<file path="src/hf_cmd_pkg.sv">
// Constants for the HF tag byte and head password command interpreter
package hf_cmd_pkg;
    // Command codes
    localparam logic [15:0] CMD_READ_DSFID = 16'h0094;
    localparam logic [15:0] CMD_WRITE_DSFID = 16'h0095;
    localparam logic [15:0] CMD_LOCK_DSFID = 16'h0096;
    localparam logic [15:0] CMD_SET_HEAD_PWD = 16'h0100;
    // Error codes
    localparam logic [15:0] ERR_NONE = 16'h0000;
    localparam logic [15:0] ERR_AIR_TIMEOUT = 16'hF102;
    localparam logic [15:0] ERR_MULTI_TAG = 16'hF010;
    localparam logic [15:0] ERR_PWD_MISMATCH = 16'hF011;
    localparam logic [15:0] ERR_FRAG_NONZERO = 16'hF012;
    localparam logic [15:0] ERR_BAD_CMD = 16'hF013;
    localparam logic [15:0] ERR_NO_PWD = 16'hF014;
    // Register byte offsets
    localparam logic [7:0] OFS_CMD = 8'h00;
    localparam logic [7:0] OFS_WDATA = 8'h04;
    localparam logic [7:0] OFS_RESP = 8'h08;
    localparam logic [7:0] OFS_RDATA = 8'h0C;
    localparam logic [7:0] OFS_ERR = 8'h10;
    localparam logic [7:0] OFS_STATUS = 8'h14;
    localparam logic [7:0] OFS_CFG = 8'h18;
    localparam logic [7:0] OFS_INT_STAT = 8'h1C;
    localparam logic [7:0] OFS_INT_MASK = 8'h20;
    // Field positions
    localparam int CMD_CODE_LSB = 0;
    localparam int CMD_FRAG_LSB = 16;
    localparam int CFG_MULTI_TAG_BIT = 0;
    localparam int CFG_UHF_BIT = 1;
    localparam int STAT_TAG_BIT = 0;
    localparam int STAT_PWD_BIT = 1;
    localparam int STAT_AVAIL_LSB = 8;
    localparam int STAT_COUNT_LSB = 16;
    localparam int INT_DONE_BIT = 0;
    localparam int INT_ERR_BIT = 1;
    localparam int INT_BITS = 2;
    // Reset values
    localparam logic [31:0] RST_WORD = 32'h0000_0000;
    localparam logic [1:0] RST_CFG = 2'h0;
    localparam logic [7:0] RST_DSFID = 8'h00;
    // Data bytes reported by a successful identifier read
    localparam logic [7:0] AVAIL_DSFID = 8'h01;
endpackage : hf_cmd_pkg

</file>
<file path="src/hf_tag_byte_and_password_cmds.sv">
// Command interpreter for HF identifier byte and head password commands
//
// Functional notes
// - Code 0x0094 reads tag identifier byte; echo code, byte in read data byte 0.
// - Code 0x0095 writes write data byte 0 as identifier; echo code, no read data.
// - Code 0x0096 locks identifier byte; echo code, no data used.
// - Writing a locked identifier leaves it unchanged and reports 0xF102.
// - Locking an already locked identifier fails with 0xF102.
// - Code 0x0100 sets head password from write data bytes 0 to 3.
// - Write fragment number is zero in request and response.
// - Set head password ignores tag identifier length, start address, length fields.
// - Head password is volatile; lost when head supply resets.
// - In UHF mode the password lives in interface memory instead.
// - Stored password is attached to every tag read, write and lock access.
// - HF password functions need single-tag mode; multi-tag reports a fault.
// - HF protected access succeeds only if head and tag passwords match.
`timescale 1ns/1ps
module hf_tag_byte_and_password_cmds #(
    parameter int PWD_W = 32
) (
    input wire logic sys_clk_in,              // 100 MHz clock
    input wire logic arst_n_in,               // Async reset, active low
    input wire logic psel_in,                 // APB select
    input wire logic penable_in,              // APB enable
    input wire logic pwrite_in,               // APB direction
    input wire logic [7:0] paddr_in,          // APB byte address
    input wire logic [31:0] pwdata_in,        // APB write data
    input wire logic tag_present_in,          // Tag in field, pin
    input wire logic head_supply_ok_in,       // Head supply good, pin
    input wire logic [PWD_W-1:0] tag_pwd_in,  // Password held by tag, pins
    output logic [31:0] prdata_out,           // APB read data
    output logic pready_out,                  // APB ready
    output logic pslverr_out,                 // APB error
    output logic irq_out,                     // Interrupt level
    output logic air_strobe_out,              // Tag access pulse
    output logic [PWD_W-1:0] air_pwd_out      // Password sent with access
);

    ////////////////////////////////////////////////////////////////////
    // Input synchronisers
    logic [2+PWD_W-1:0] sync1_reg;
    logic [2+PWD_W-1:0] sync2_reg;
    logic tag_s, supply_s;
    logic [PWD_W-1:0] tag_pwd_s;

    always_ff @(posedge sys_clk_in or negedge arst_n_in) begin
        if (!arst_n_in) begin
            sync1_reg <= '0;
            sync2_reg <= '0;
        end else begin
            sync1_reg <= {tag_present_in, head_supply_ok_in, tag_pwd_in};
            sync2_reg <= sync1_reg;
        end
    end

    assign tag_s = sync2_reg[PWD_W+1];
    assign supply_s = sync2_reg[PWD_W];
    assign tag_pwd_s = sync2_reg[PWD_W-1:0];

    ////////////////////////////////////////////////////////////////////
    // APB access decode
    function automatic logic hit(input logic [7:0] a, input logic [7:0] ofs);
        hit = (a == ofs);
    endfunction : hit

    logic access, wr_acc, mapped, exec;
    logic [15:0] req_code;
    logic [7:0] req_frag;

    assign access = psel_in && penable_in && pready_out;
    assign wr_acc = access && pwrite_in;
    assign mapped = (paddr_in <= hf_cmd_pkg::OFS_INT_MASK) && (paddr_in[1:0] == 2'h0);
    assign exec = wr_acc && hit(paddr_in, hf_cmd_pkg::OFS_CMD);
    assign req_code = pwdata_in[hf_cmd_pkg::CMD_CODE_LSB +: 16];
    assign req_frag = pwdata_in[hf_cmd_pkg::CMD_FRAG_LSB +: 8];

    ////////////////////////////////////////////////////////////////////
    // State
    logic [31:0] cmd_reg, cmd_next, wdata_reg, wdata_next, prdata_next;
    logic [15:0] resp_reg, resp_next, err_reg, err_next, pwd_err;
    logic [7:0] rdata_reg, rdata_next, avail_reg, avail_next, count_reg, count_next, dsfid_reg, dsfid_next;
    logic [1:0] cfg_reg, cfg_next;
    logic [hf_cmd_pkg::INT_BITS-1:0] istat_reg, istat_next, imask_reg, imask_next;
    logic [PWD_W-1:0] head_pwd_reg, head_pwd_next, if_pwd_reg, if_pwd_next, air_pwd_next, act_pwd;
    logic lock_reg, lock_next, head_pwd_ok_reg, head_pwd_ok_next, if_pwd_ok_reg, if_pwd_ok_next;
    logic pready_next, pslverr_next, irq_next, strobe_next;
    logic multi, uhf, act_pwd_ok, pwd_gate_fail;

    assign multi = cfg_reg[hf_cmd_pkg::CFG_MULTI_TAG_BIT];
    assign uhf = cfg_reg[hf_cmd_pkg::CFG_UHF_BIT];
    // Password source per application type
    assign act_pwd = uhf ? if_pwd_reg : head_pwd_reg;
    assign act_pwd_ok = uhf ? if_pwd_ok_reg : head_pwd_ok_reg;

    ////////////////////////////////////////////////////////////////////
    // Password check applied before any HF-mode tag access; UHF accesses pass unchecked
    always_comb begin
        pwd_gate_fail = 1'b0;
        pwd_err = hf_cmd_pkg::ERR_NONE;
        if (!uhf && act_pwd_ok && multi) begin
            pwd_gate_fail = 1'b1;
            pwd_err = hf_cmd_pkg::ERR_MULTI_TAG;
        end else if (!uhf && (tag_pwd_s != '0) && !act_pwd_ok) begin
            pwd_gate_fail = 1'b1;
            pwd_err = hf_cmd_pkg::ERR_NO_PWD;
        end else if (!uhf && (tag_pwd_s != '0) && (act_pwd != tag_pwd_s)) begin
            pwd_gate_fail = 1'b1;
            pwd_err = hf_cmd_pkg::ERR_PWD_MISMATCH;
        end
    end

    ////////////////////////////////////////////////////////////////////
    // Command execution and register next values
    always_comb begin
        cmd_next = cmd_reg;
        wdata_next = wdata_reg;
        resp_next = resp_reg;
        rdata_next = rdata_reg;
        err_next = err_reg;
        avail_next = avail_reg;
        count_next = count_reg;
        cfg_next = cfg_reg;
        imask_next = imask_reg;
        dsfid_next = dsfid_reg;
        lock_next = lock_reg;
        head_pwd_next = head_pwd_reg;
        head_pwd_ok_next = head_pwd_ok_reg;
        if_pwd_next = if_pwd_reg;
        if_pwd_ok_next = if_pwd_ok_reg;
        strobe_next = 1'b0;
        air_pwd_next = air_pwd_out;
        istat_next = istat_reg;
        if (wr_acc && hit(paddr_in, hf_cmd_pkg::OFS_INT_STAT)) begin
            istat_next = istat_reg & ~pwdata_in[hf_cmd_pkg::INT_BITS-1:0];
        end
        if (wr_acc && hit(paddr_in, hf_cmd_pkg::OFS_WDATA)) begin
            wdata_next = pwdata_in;
        end
        if (wr_acc && hit(paddr_in, hf_cmd_pkg::OFS_CFG)) begin
            cfg_next = pwdata_in[1:0];
        end
        if (wr_acc && hit(paddr_in, hf_cmd_pkg::OFS_INT_MASK)) begin
            imask_next = pwdata_in[hf_cmd_pkg::INT_BITS-1:0];
        end
        if (exec) begin
            cmd_next = pwdata_in;
            resp_next = req_code;
            avail_next = '0;
            rdata_next = '0;
            err_next = hf_cmd_pkg::ERR_NONE;
            if (req_frag != 8'h00) begin
                err_next = hf_cmd_pkg::ERR_FRAG_NONZERO;
            end else if (req_code == hf_cmd_pkg::CMD_SET_HEAD_PWD) begin
                // Only the four password bytes are looked at
                if (uhf) begin
                    if_pwd_next = wdata_reg[PWD_W-1:0];
                    if_pwd_ok_next = 1'b1;
                end else if (multi) begin
                    err_next = hf_cmd_pkg::ERR_MULTI_TAG;
                end else begin
                    head_pwd_next = wdata_reg[PWD_W-1:0];
                    head_pwd_ok_next = 1'b1;
                end
            end else if (req_code == hf_cmd_pkg::CMD_READ_DSFID ||
                         req_code == hf_cmd_pkg::CMD_WRITE_DSFID ||
                         req_code == hf_cmd_pkg::CMD_LOCK_DSFID) begin
                if (!tag_s) begin
                    err_next = hf_cmd_pkg::ERR_AIR_TIMEOUT;
                end else if (pwd_gate_fail) begin
                    err_next = pwd_err;
                end else begin
                    strobe_next = 1'b1;
                    air_pwd_next = act_pwd_ok ? act_pwd : '0;
                    if (req_code == hf_cmd_pkg::CMD_READ_DSFID) begin
                        rdata_next = dsfid_reg;
                        avail_next = hf_cmd_pkg::AVAIL_DSFID;
                        count_next = count_reg + 8'h01;
                    end else if (lock_reg) begin
                        err_next = hf_cmd_pkg::ERR_AIR_TIMEOUT;
                    end else if (req_code == hf_cmd_pkg::CMD_WRITE_DSFID) begin
                        dsfid_next = wdata_reg[7:0];
                        count_next = count_reg + 8'h01;
                    end else begin
                        lock_next = 1'b1;
                        count_next = count_reg + 8'h01;
                    end
                end
            end else begin
                err_next = hf_cmd_pkg::ERR_BAD_CMD;
            end
        end
        // Head password is lost with the head supply
        if (!supply_s) begin
            head_pwd_next = '0;
            head_pwd_ok_next = 1'b0;
        end
        // Set wins over a same-cycle clear
        if (exec) begin
            istat_next[hf_cmd_pkg::INT_DONE_BIT] = 1'b1;
            if (err_next != hf_cmd_pkg::ERR_NONE) begin
                istat_next[hf_cmd_pkg::INT_ERR_BIT] = 1'b1;
            end
        end
    end

    ////////////////////////////////////////////////////////////////////
    // APB slave answer
    always_comb begin
        pready_next = psel_in && penable_in && !pready_out;
        pslverr_next = 1'b0;
        prdata_next = hf_cmd_pkg::RST_WORD;
        if (psel_in && penable_in && !pready_out) begin
            pslverr_next = !mapped;
            if (!pwrite_in) begin
                unique case (paddr_in)
                    hf_cmd_pkg::OFS_CMD: prdata_next = cmd_reg;
                    hf_cmd_pkg::OFS_WDATA: prdata_next = wdata_reg;
                    // Response fragment number is always zero
                    hf_cmd_pkg::OFS_RESP: prdata_next = {16'h0000, resp_reg};
                    hf_cmd_pkg::OFS_RDATA: prdata_next = {24'h000000, rdata_reg};
                    hf_cmd_pkg::OFS_ERR: prdata_next = {16'h0000, err_reg};
                    hf_cmd_pkg::OFS_STATUS: prdata_next = {8'h00, count_reg, avail_reg,
                                                           6'h00, act_pwd_ok, tag_s};
                    hf_cmd_pkg::OFS_CFG: prdata_next = {30'h00000000, cfg_reg};
                    hf_cmd_pkg::OFS_INT_STAT: prdata_next = {30'h00000000, istat_reg};
                    hf_cmd_pkg::OFS_INT_MASK: prdata_next = {30'h00000000, imask_reg};
                    default: prdata_next = hf_cmd_pkg::RST_WORD;
                endcase
            end
        end
        irq_next = |(istat_next & imask_next);
    end

    ////////////////////////////////////////////////////////////////////
    // Registers
    always_ff @(posedge sys_clk_in or negedge arst_n_in) begin
        if (!arst_n_in) begin
            cmd_reg <= hf_cmd_pkg::RST_WORD;
            wdata_reg <= hf_cmd_pkg::RST_WORD;
            resp_reg <= '0;
            rdata_reg <= '0;
            err_reg <= hf_cmd_pkg::ERR_NONE;
            avail_reg <= '0;
            count_reg <= '0;
            cfg_reg <= hf_cmd_pkg::RST_CFG;
            istat_reg <= '0;
            imask_reg <= '0;
            dsfid_reg <= hf_cmd_pkg::RST_DSFID;
            lock_reg <= 1'b0;
            head_pwd_reg <= '0;
            head_pwd_ok_reg <= 1'b0;
            if_pwd_reg <= '0;
            if_pwd_ok_reg <= 1'b0;
            prdata_out <= hf_cmd_pkg::RST_WORD;
            pready_out <= 1'b0;
            pslverr_out <= 1'b0;
            irq_out <= 1'b0;
            air_strobe_out <= 1'b0;
            air_pwd_out <= '0;
        end else begin
            cmd_reg <= cmd_next;
            wdata_reg <= wdata_next;
            resp_reg <= resp_next;
            rdata_reg <= rdata_next;
            err_reg <= err_next;
            avail_reg <= avail_next;
            count_reg <= count_next;
            cfg_reg <= cfg_next;
            istat_reg <= istat_next;
            imask_reg <= imask_next;
            dsfid_reg <= dsfid_next;
            lock_reg <= lock_next;
            head_pwd_reg <= head_pwd_next;
            head_pwd_ok_reg <= head_pwd_ok_next;
            if_pwd_reg <= if_pwd_next;
            if_pwd_ok_reg <= if_pwd_ok_next;
            prdata_out <= prdata_next;
            pready_out <= pready_next;
            pslverr_out <= pslverr_next;
            irq_out <= irq_next;
            air_strobe_out <= strobe_next;
            air_pwd_out <= air_pwd_next;
        end
    end
endmodule : hf_tag_byte_and_password_cmds

</file>
<file path="config.mk">
export PLATFORM = sky130hd
export DESIGN_NAME = hf_tag_byte_and_password_cmds
export DESIGN_NICKNAME = d
export VERILOG_FILES = /design/src/hf_cmd_pkg.sv /design/src/hf_tag_byte_and_password_cmds.sv
export SDC_FILE = /design/constraint.sdc
export NUM_CORES = 1
export LEC_CHECK = 0
export BUFFER_PORTS_ARGS = -buffer_cell sky130_fd_sc_hd__buf_2
export CAP_MARGIN = 20
export CORE_ASPECT_RATIO = 1.5
export CORE_MARGIN = 10
export CORE_UTILIZATION = 50
export CTS_BUF_LIST = sky130_fd_sc_hd__clkbuf_16
export DETAILED_ROUTE_END_ITERATION = 7
export PLACE_DENSITY = 0.77
export SLEW_MARGIN = 10
export SYNTH_ARGS = -nofsm -noshare
export SYNTH_HDL_FRONTEND = slang
export SYNTH_SLANG_ARGS = --single-unit
</file>
<file path="constraint.sdc">
create_clock -name sys_clk_in -period 6.31 [get_ports sys_clk_in]
set_clock_uncertainty 0.2 [all_clocks]
set_input_delay 0.3155 -clock sys_clk_in [delete_from_list [all_inputs] [get_ports sys_clk_in]]
set_output_delay 0.3155 -clock sys_clk_in [all_outputs]
set_load 0.02 [all_outputs]
</file>
==> reports/results.txt <==
Status - complete, no violations
Share of cells above drive strength 1 - 25.0%
Worst-Margin Slew - 1.14 ns
Clk sink count - 314
Drt first pass iters - 5
Synth area leaders - dfrtp_1 62%, mux2_2 9.4%, nand2_1 5.8%
Max clock buf depth - 3
CP cell instances - buf_4 > mux2i_1 > xor2_1 > nand4_1 > nor4_1 > a211oi_2 > nor2_2 > buf_4 > mux2_2
Drt wl/cell - 20.4 microns
Crit path DAT - 4.23 ns
Min-delay src - paddr_in[6]
GPL Wtd Cong - 0.871
Post-CTS Hold Buffers - 69
Crit end category - register
Leak pwr - 0.00726 uW
Full die area - 32,000 sq um
CTS Buf Count - 29
R2r startpoint - cfg_reg[1]$_DFFE_PN0P_
PD cells - 258 nW/um^2
CP top delay family - buffers and inverters
Remaining DRCs - 0
Final slew viol count - 0
# diodes - 0
Largest net degree at the start of global routing - 167
Synth top area share - 62.4%
Hold EP - pslverr_out$_DFF_PN0_
Max-cap violation count - 0
Unrepaired setup endpoints after global routing - no
Commonest cells post-synth - 314 x dfrtp_1, 193 x nand2_1, 105 x mux2_2
Final antenna-violating net count - 0
Crit start category - register
Top-count cell post-synth - dfrtp_1
Port Buffer Count - 146
Fraction of registers with async set/reset - 100%
Slew Limit Headroom - 24.1%
Gr usage total - 20.4%
Most used cell, CP - buf_4
Post-synth EDFFs - 0
Clk root buf - clkbuf_16
WL final - 32,800 microns
Yosys warnings - 0
Gr ovfl total - 0
Vias in the first global route - 9,437
Iter 0 DRT Violations - 753
Peak supply drop - 0.223 mV
Total negative setup slack - 0 ns
Critical Path RT - 6.55 ns
Nets@finish - 1,340
Fillers - 1,941
Hold Vio Cnt, Final - 0
Post-synthesis sequential element count - 314
Total design power - 3950 uW
Buf/Inv on CP - 2
Global route hottest layer - met2
Seq/Total Area, Yosys - 62.4%
Syn avg cell area - 12.0 sq um
WS Path Type - reg2reg
R2R cell count - 9
Post-Syn Area - 12,600 sq um
R2r setup slk - 2.32 ns
Met1 Use GR - 25.9%
Chip width - 150 microns
Final period utilization - 63.3%
Synth cell types - 54
Postcts setup bufs - 0
Area Overhead vs Synth - 21.6%
Core Region - 25,000 sq um
Period minus WS final - 3.99 ns
Leading area contributor after synthesis - dfrtp_1
Setup violators final - 0
Skew-Pair Late Insertion Delay - 0.56 ns
Post-DP HPWL - 21,800 microns
Via Count - 8,953
Mapped Cells - 1,052
Clock transition at the registers of the reported paths - 0.07 ns
Cts repair resizes - 0
Synth Net Count - 1,132
Initial antenna violation count - 0
CTS tree - done
Vias per std cell - 5.56
Clock H-tree levels - 1
Die height - 214 microns
Row cnt - 71
Top_reg_cell synth - dfrtp_1
CP max-delay cell - dfrtp_2
Grt met3 use - 2.72%
I/O pins - 147
Hold Path Cell Cnt - 4
Slowest stage delay, CP - 0.80 ns
Max Fclk - 250 MHz
CP Max Fanout - 32
Worst Hold Class - in2reg
First-pass GRT wire length - 52,700 microns
Met2 Usage GRT - 34.9%
Capturing point of the worst reg2reg path - air_pwd_out[14]$_DFFE_PN0P_
Initial core utilization - 50.4%
-- cell families (layout without fill, tap and decap cells) --
family | count (synthesis) | in the layout | synth area share (%)
AOI/OAI and AO/OA | 139 | 139 | 7.91
xor gates and xnor gates | 39 | 39 | 2.71
adders and majority gates | 1 | 1 | 0.0994
buffers and inverters | 68 | 298 | 2.30
DFF | 314 | 314 | 62.4
muxes | 140 | 140 | 12.2
and+or+nand+nor | 351 | 351 | 12.3
-- worst max path at each step --
| stage | from | endpoint | slack (ns) | cells past startpoint |
|---|---|---|---|---|
| 2_1_floorplan | cfg_reg[1]$_DFFE_PN0P_ | air_pwd_out[13]$_DFFE_PN0P_ | 3.46 | 10 |
| 3_3_place_gp | cfg_reg[1]$_DFFE_PN0P_ | air_pwd_out[7]$_DFFE_PN0P_ | 2.44 | 9 |
| 3_5_place_dp | cfg_reg[1]$_DFFE_PN0P_ | air_pwd_out[3]$_DFFE_PN0P_ | 2.36 | 9 |
| 4_1_cts | cfg_reg[1]$_DFFE_PN0P_ | air_pwd_out[2]$_DFFE_PN0P_ | 2.34 | 9 |
| 5_1_grt | cfg_reg[1]$_DFFE_PN0P_ | air_pwd_out[7]$_DFFE_PN0P_ | 2.07 | 9 |
| 6_report | cfg_reg[1]$_DFFE_PN0P_ | air_pwd_out[14]$_DFFE_PN0P_ | 2.32 | 9 |
-- area by class of cell --
type	instances	area [sq um]	share of cell area [%]
tap	328	410	2.68
multi-input combinational	670	4470	29.2
inverter	15	56.3	0.368
clock inverter	24	224	1.46
timing repair buffer	230	1560	10.2
clock buffer	29	726	4.74
sequential	314	7860	51.3
-- per-stage QoR --
stage | hold WS (ns) | std cells | worst slack (ns) | util [%] | area [sq um]
2_1_floorplan | -0.180 | 1052 | 3.46 | - | 12600
3_3_place_gp | 0.134 | 1487 | 2.44 | 54.7 | 13700
3_5_place_dp | 0.136 | 1487 | 2.36 | 54.7 | 13700
4_1_cts | 0.0389 | 1609 | 2.34 | 61.3 | 15300
5_1_grt | 0.0931 | 1610 | 2.07 | 61.3 | 15300
6_report | 0.0443 | 1610 | 2.32 | 61.3 | 15300
-- placed cells by master (no fill, tap or decap), types with 3 or more instances in the layout --
cell	count
a21boi_0	32
a21o_1	3
a21oi_1	21
a222oi_1	10
a22o_1	3
a22oi_1	33
and2_1	9
and3_1	4
buf_2	145
buf_4	13
bufinv_16	4
clkbuf_16	29
clkinv_1	7
clkinv_2	4
clkinvlp_4	5
dfrtp_1	313
dlygate4sd3_1	69
inv_1	18
mux2_2	105
mux2i_1	33
nand2_1	193
nand3_1	9
nand4_1	17
nor2_1	71
nor3_1	13
nor4_1	14
o21ai_0	17
o31ai_1	3
or4_1	3
xor2_1	39
-- layer usage --
| layer | routed length (microns) | part of all wire (%) |
|---|---|---|
| met1 | 13000 | 40 |
| met2 | 17100 | 52 |
| met3 | 1840 | 5.6 |
| met4 | 829 | 2.5 |
| met5 | 0 | 0 |
-- where the power goes --
| group | total, uW | switching [uW] | internal [uW] | leakage, uW |
|---|---|---|---|---|
| Sequential | 2060 | 21.3 | 2040 | 0.00421 |
| Combinational | 138 | 77.3 | 60.5 | 0.00258 |
| Clock | 1750 | 752 | 1000 | 0.000461 |
-- tightest hold or removal path: cells and delay by family --
| family | cells | cell delay (ns) |
|---|---|---|
| simple gates | 2 | 0.19 |
| compound gates | 1 | 0.15 |
| buf+inv | 1 | 0.09 |
Power figures use the tool's default switching activity.
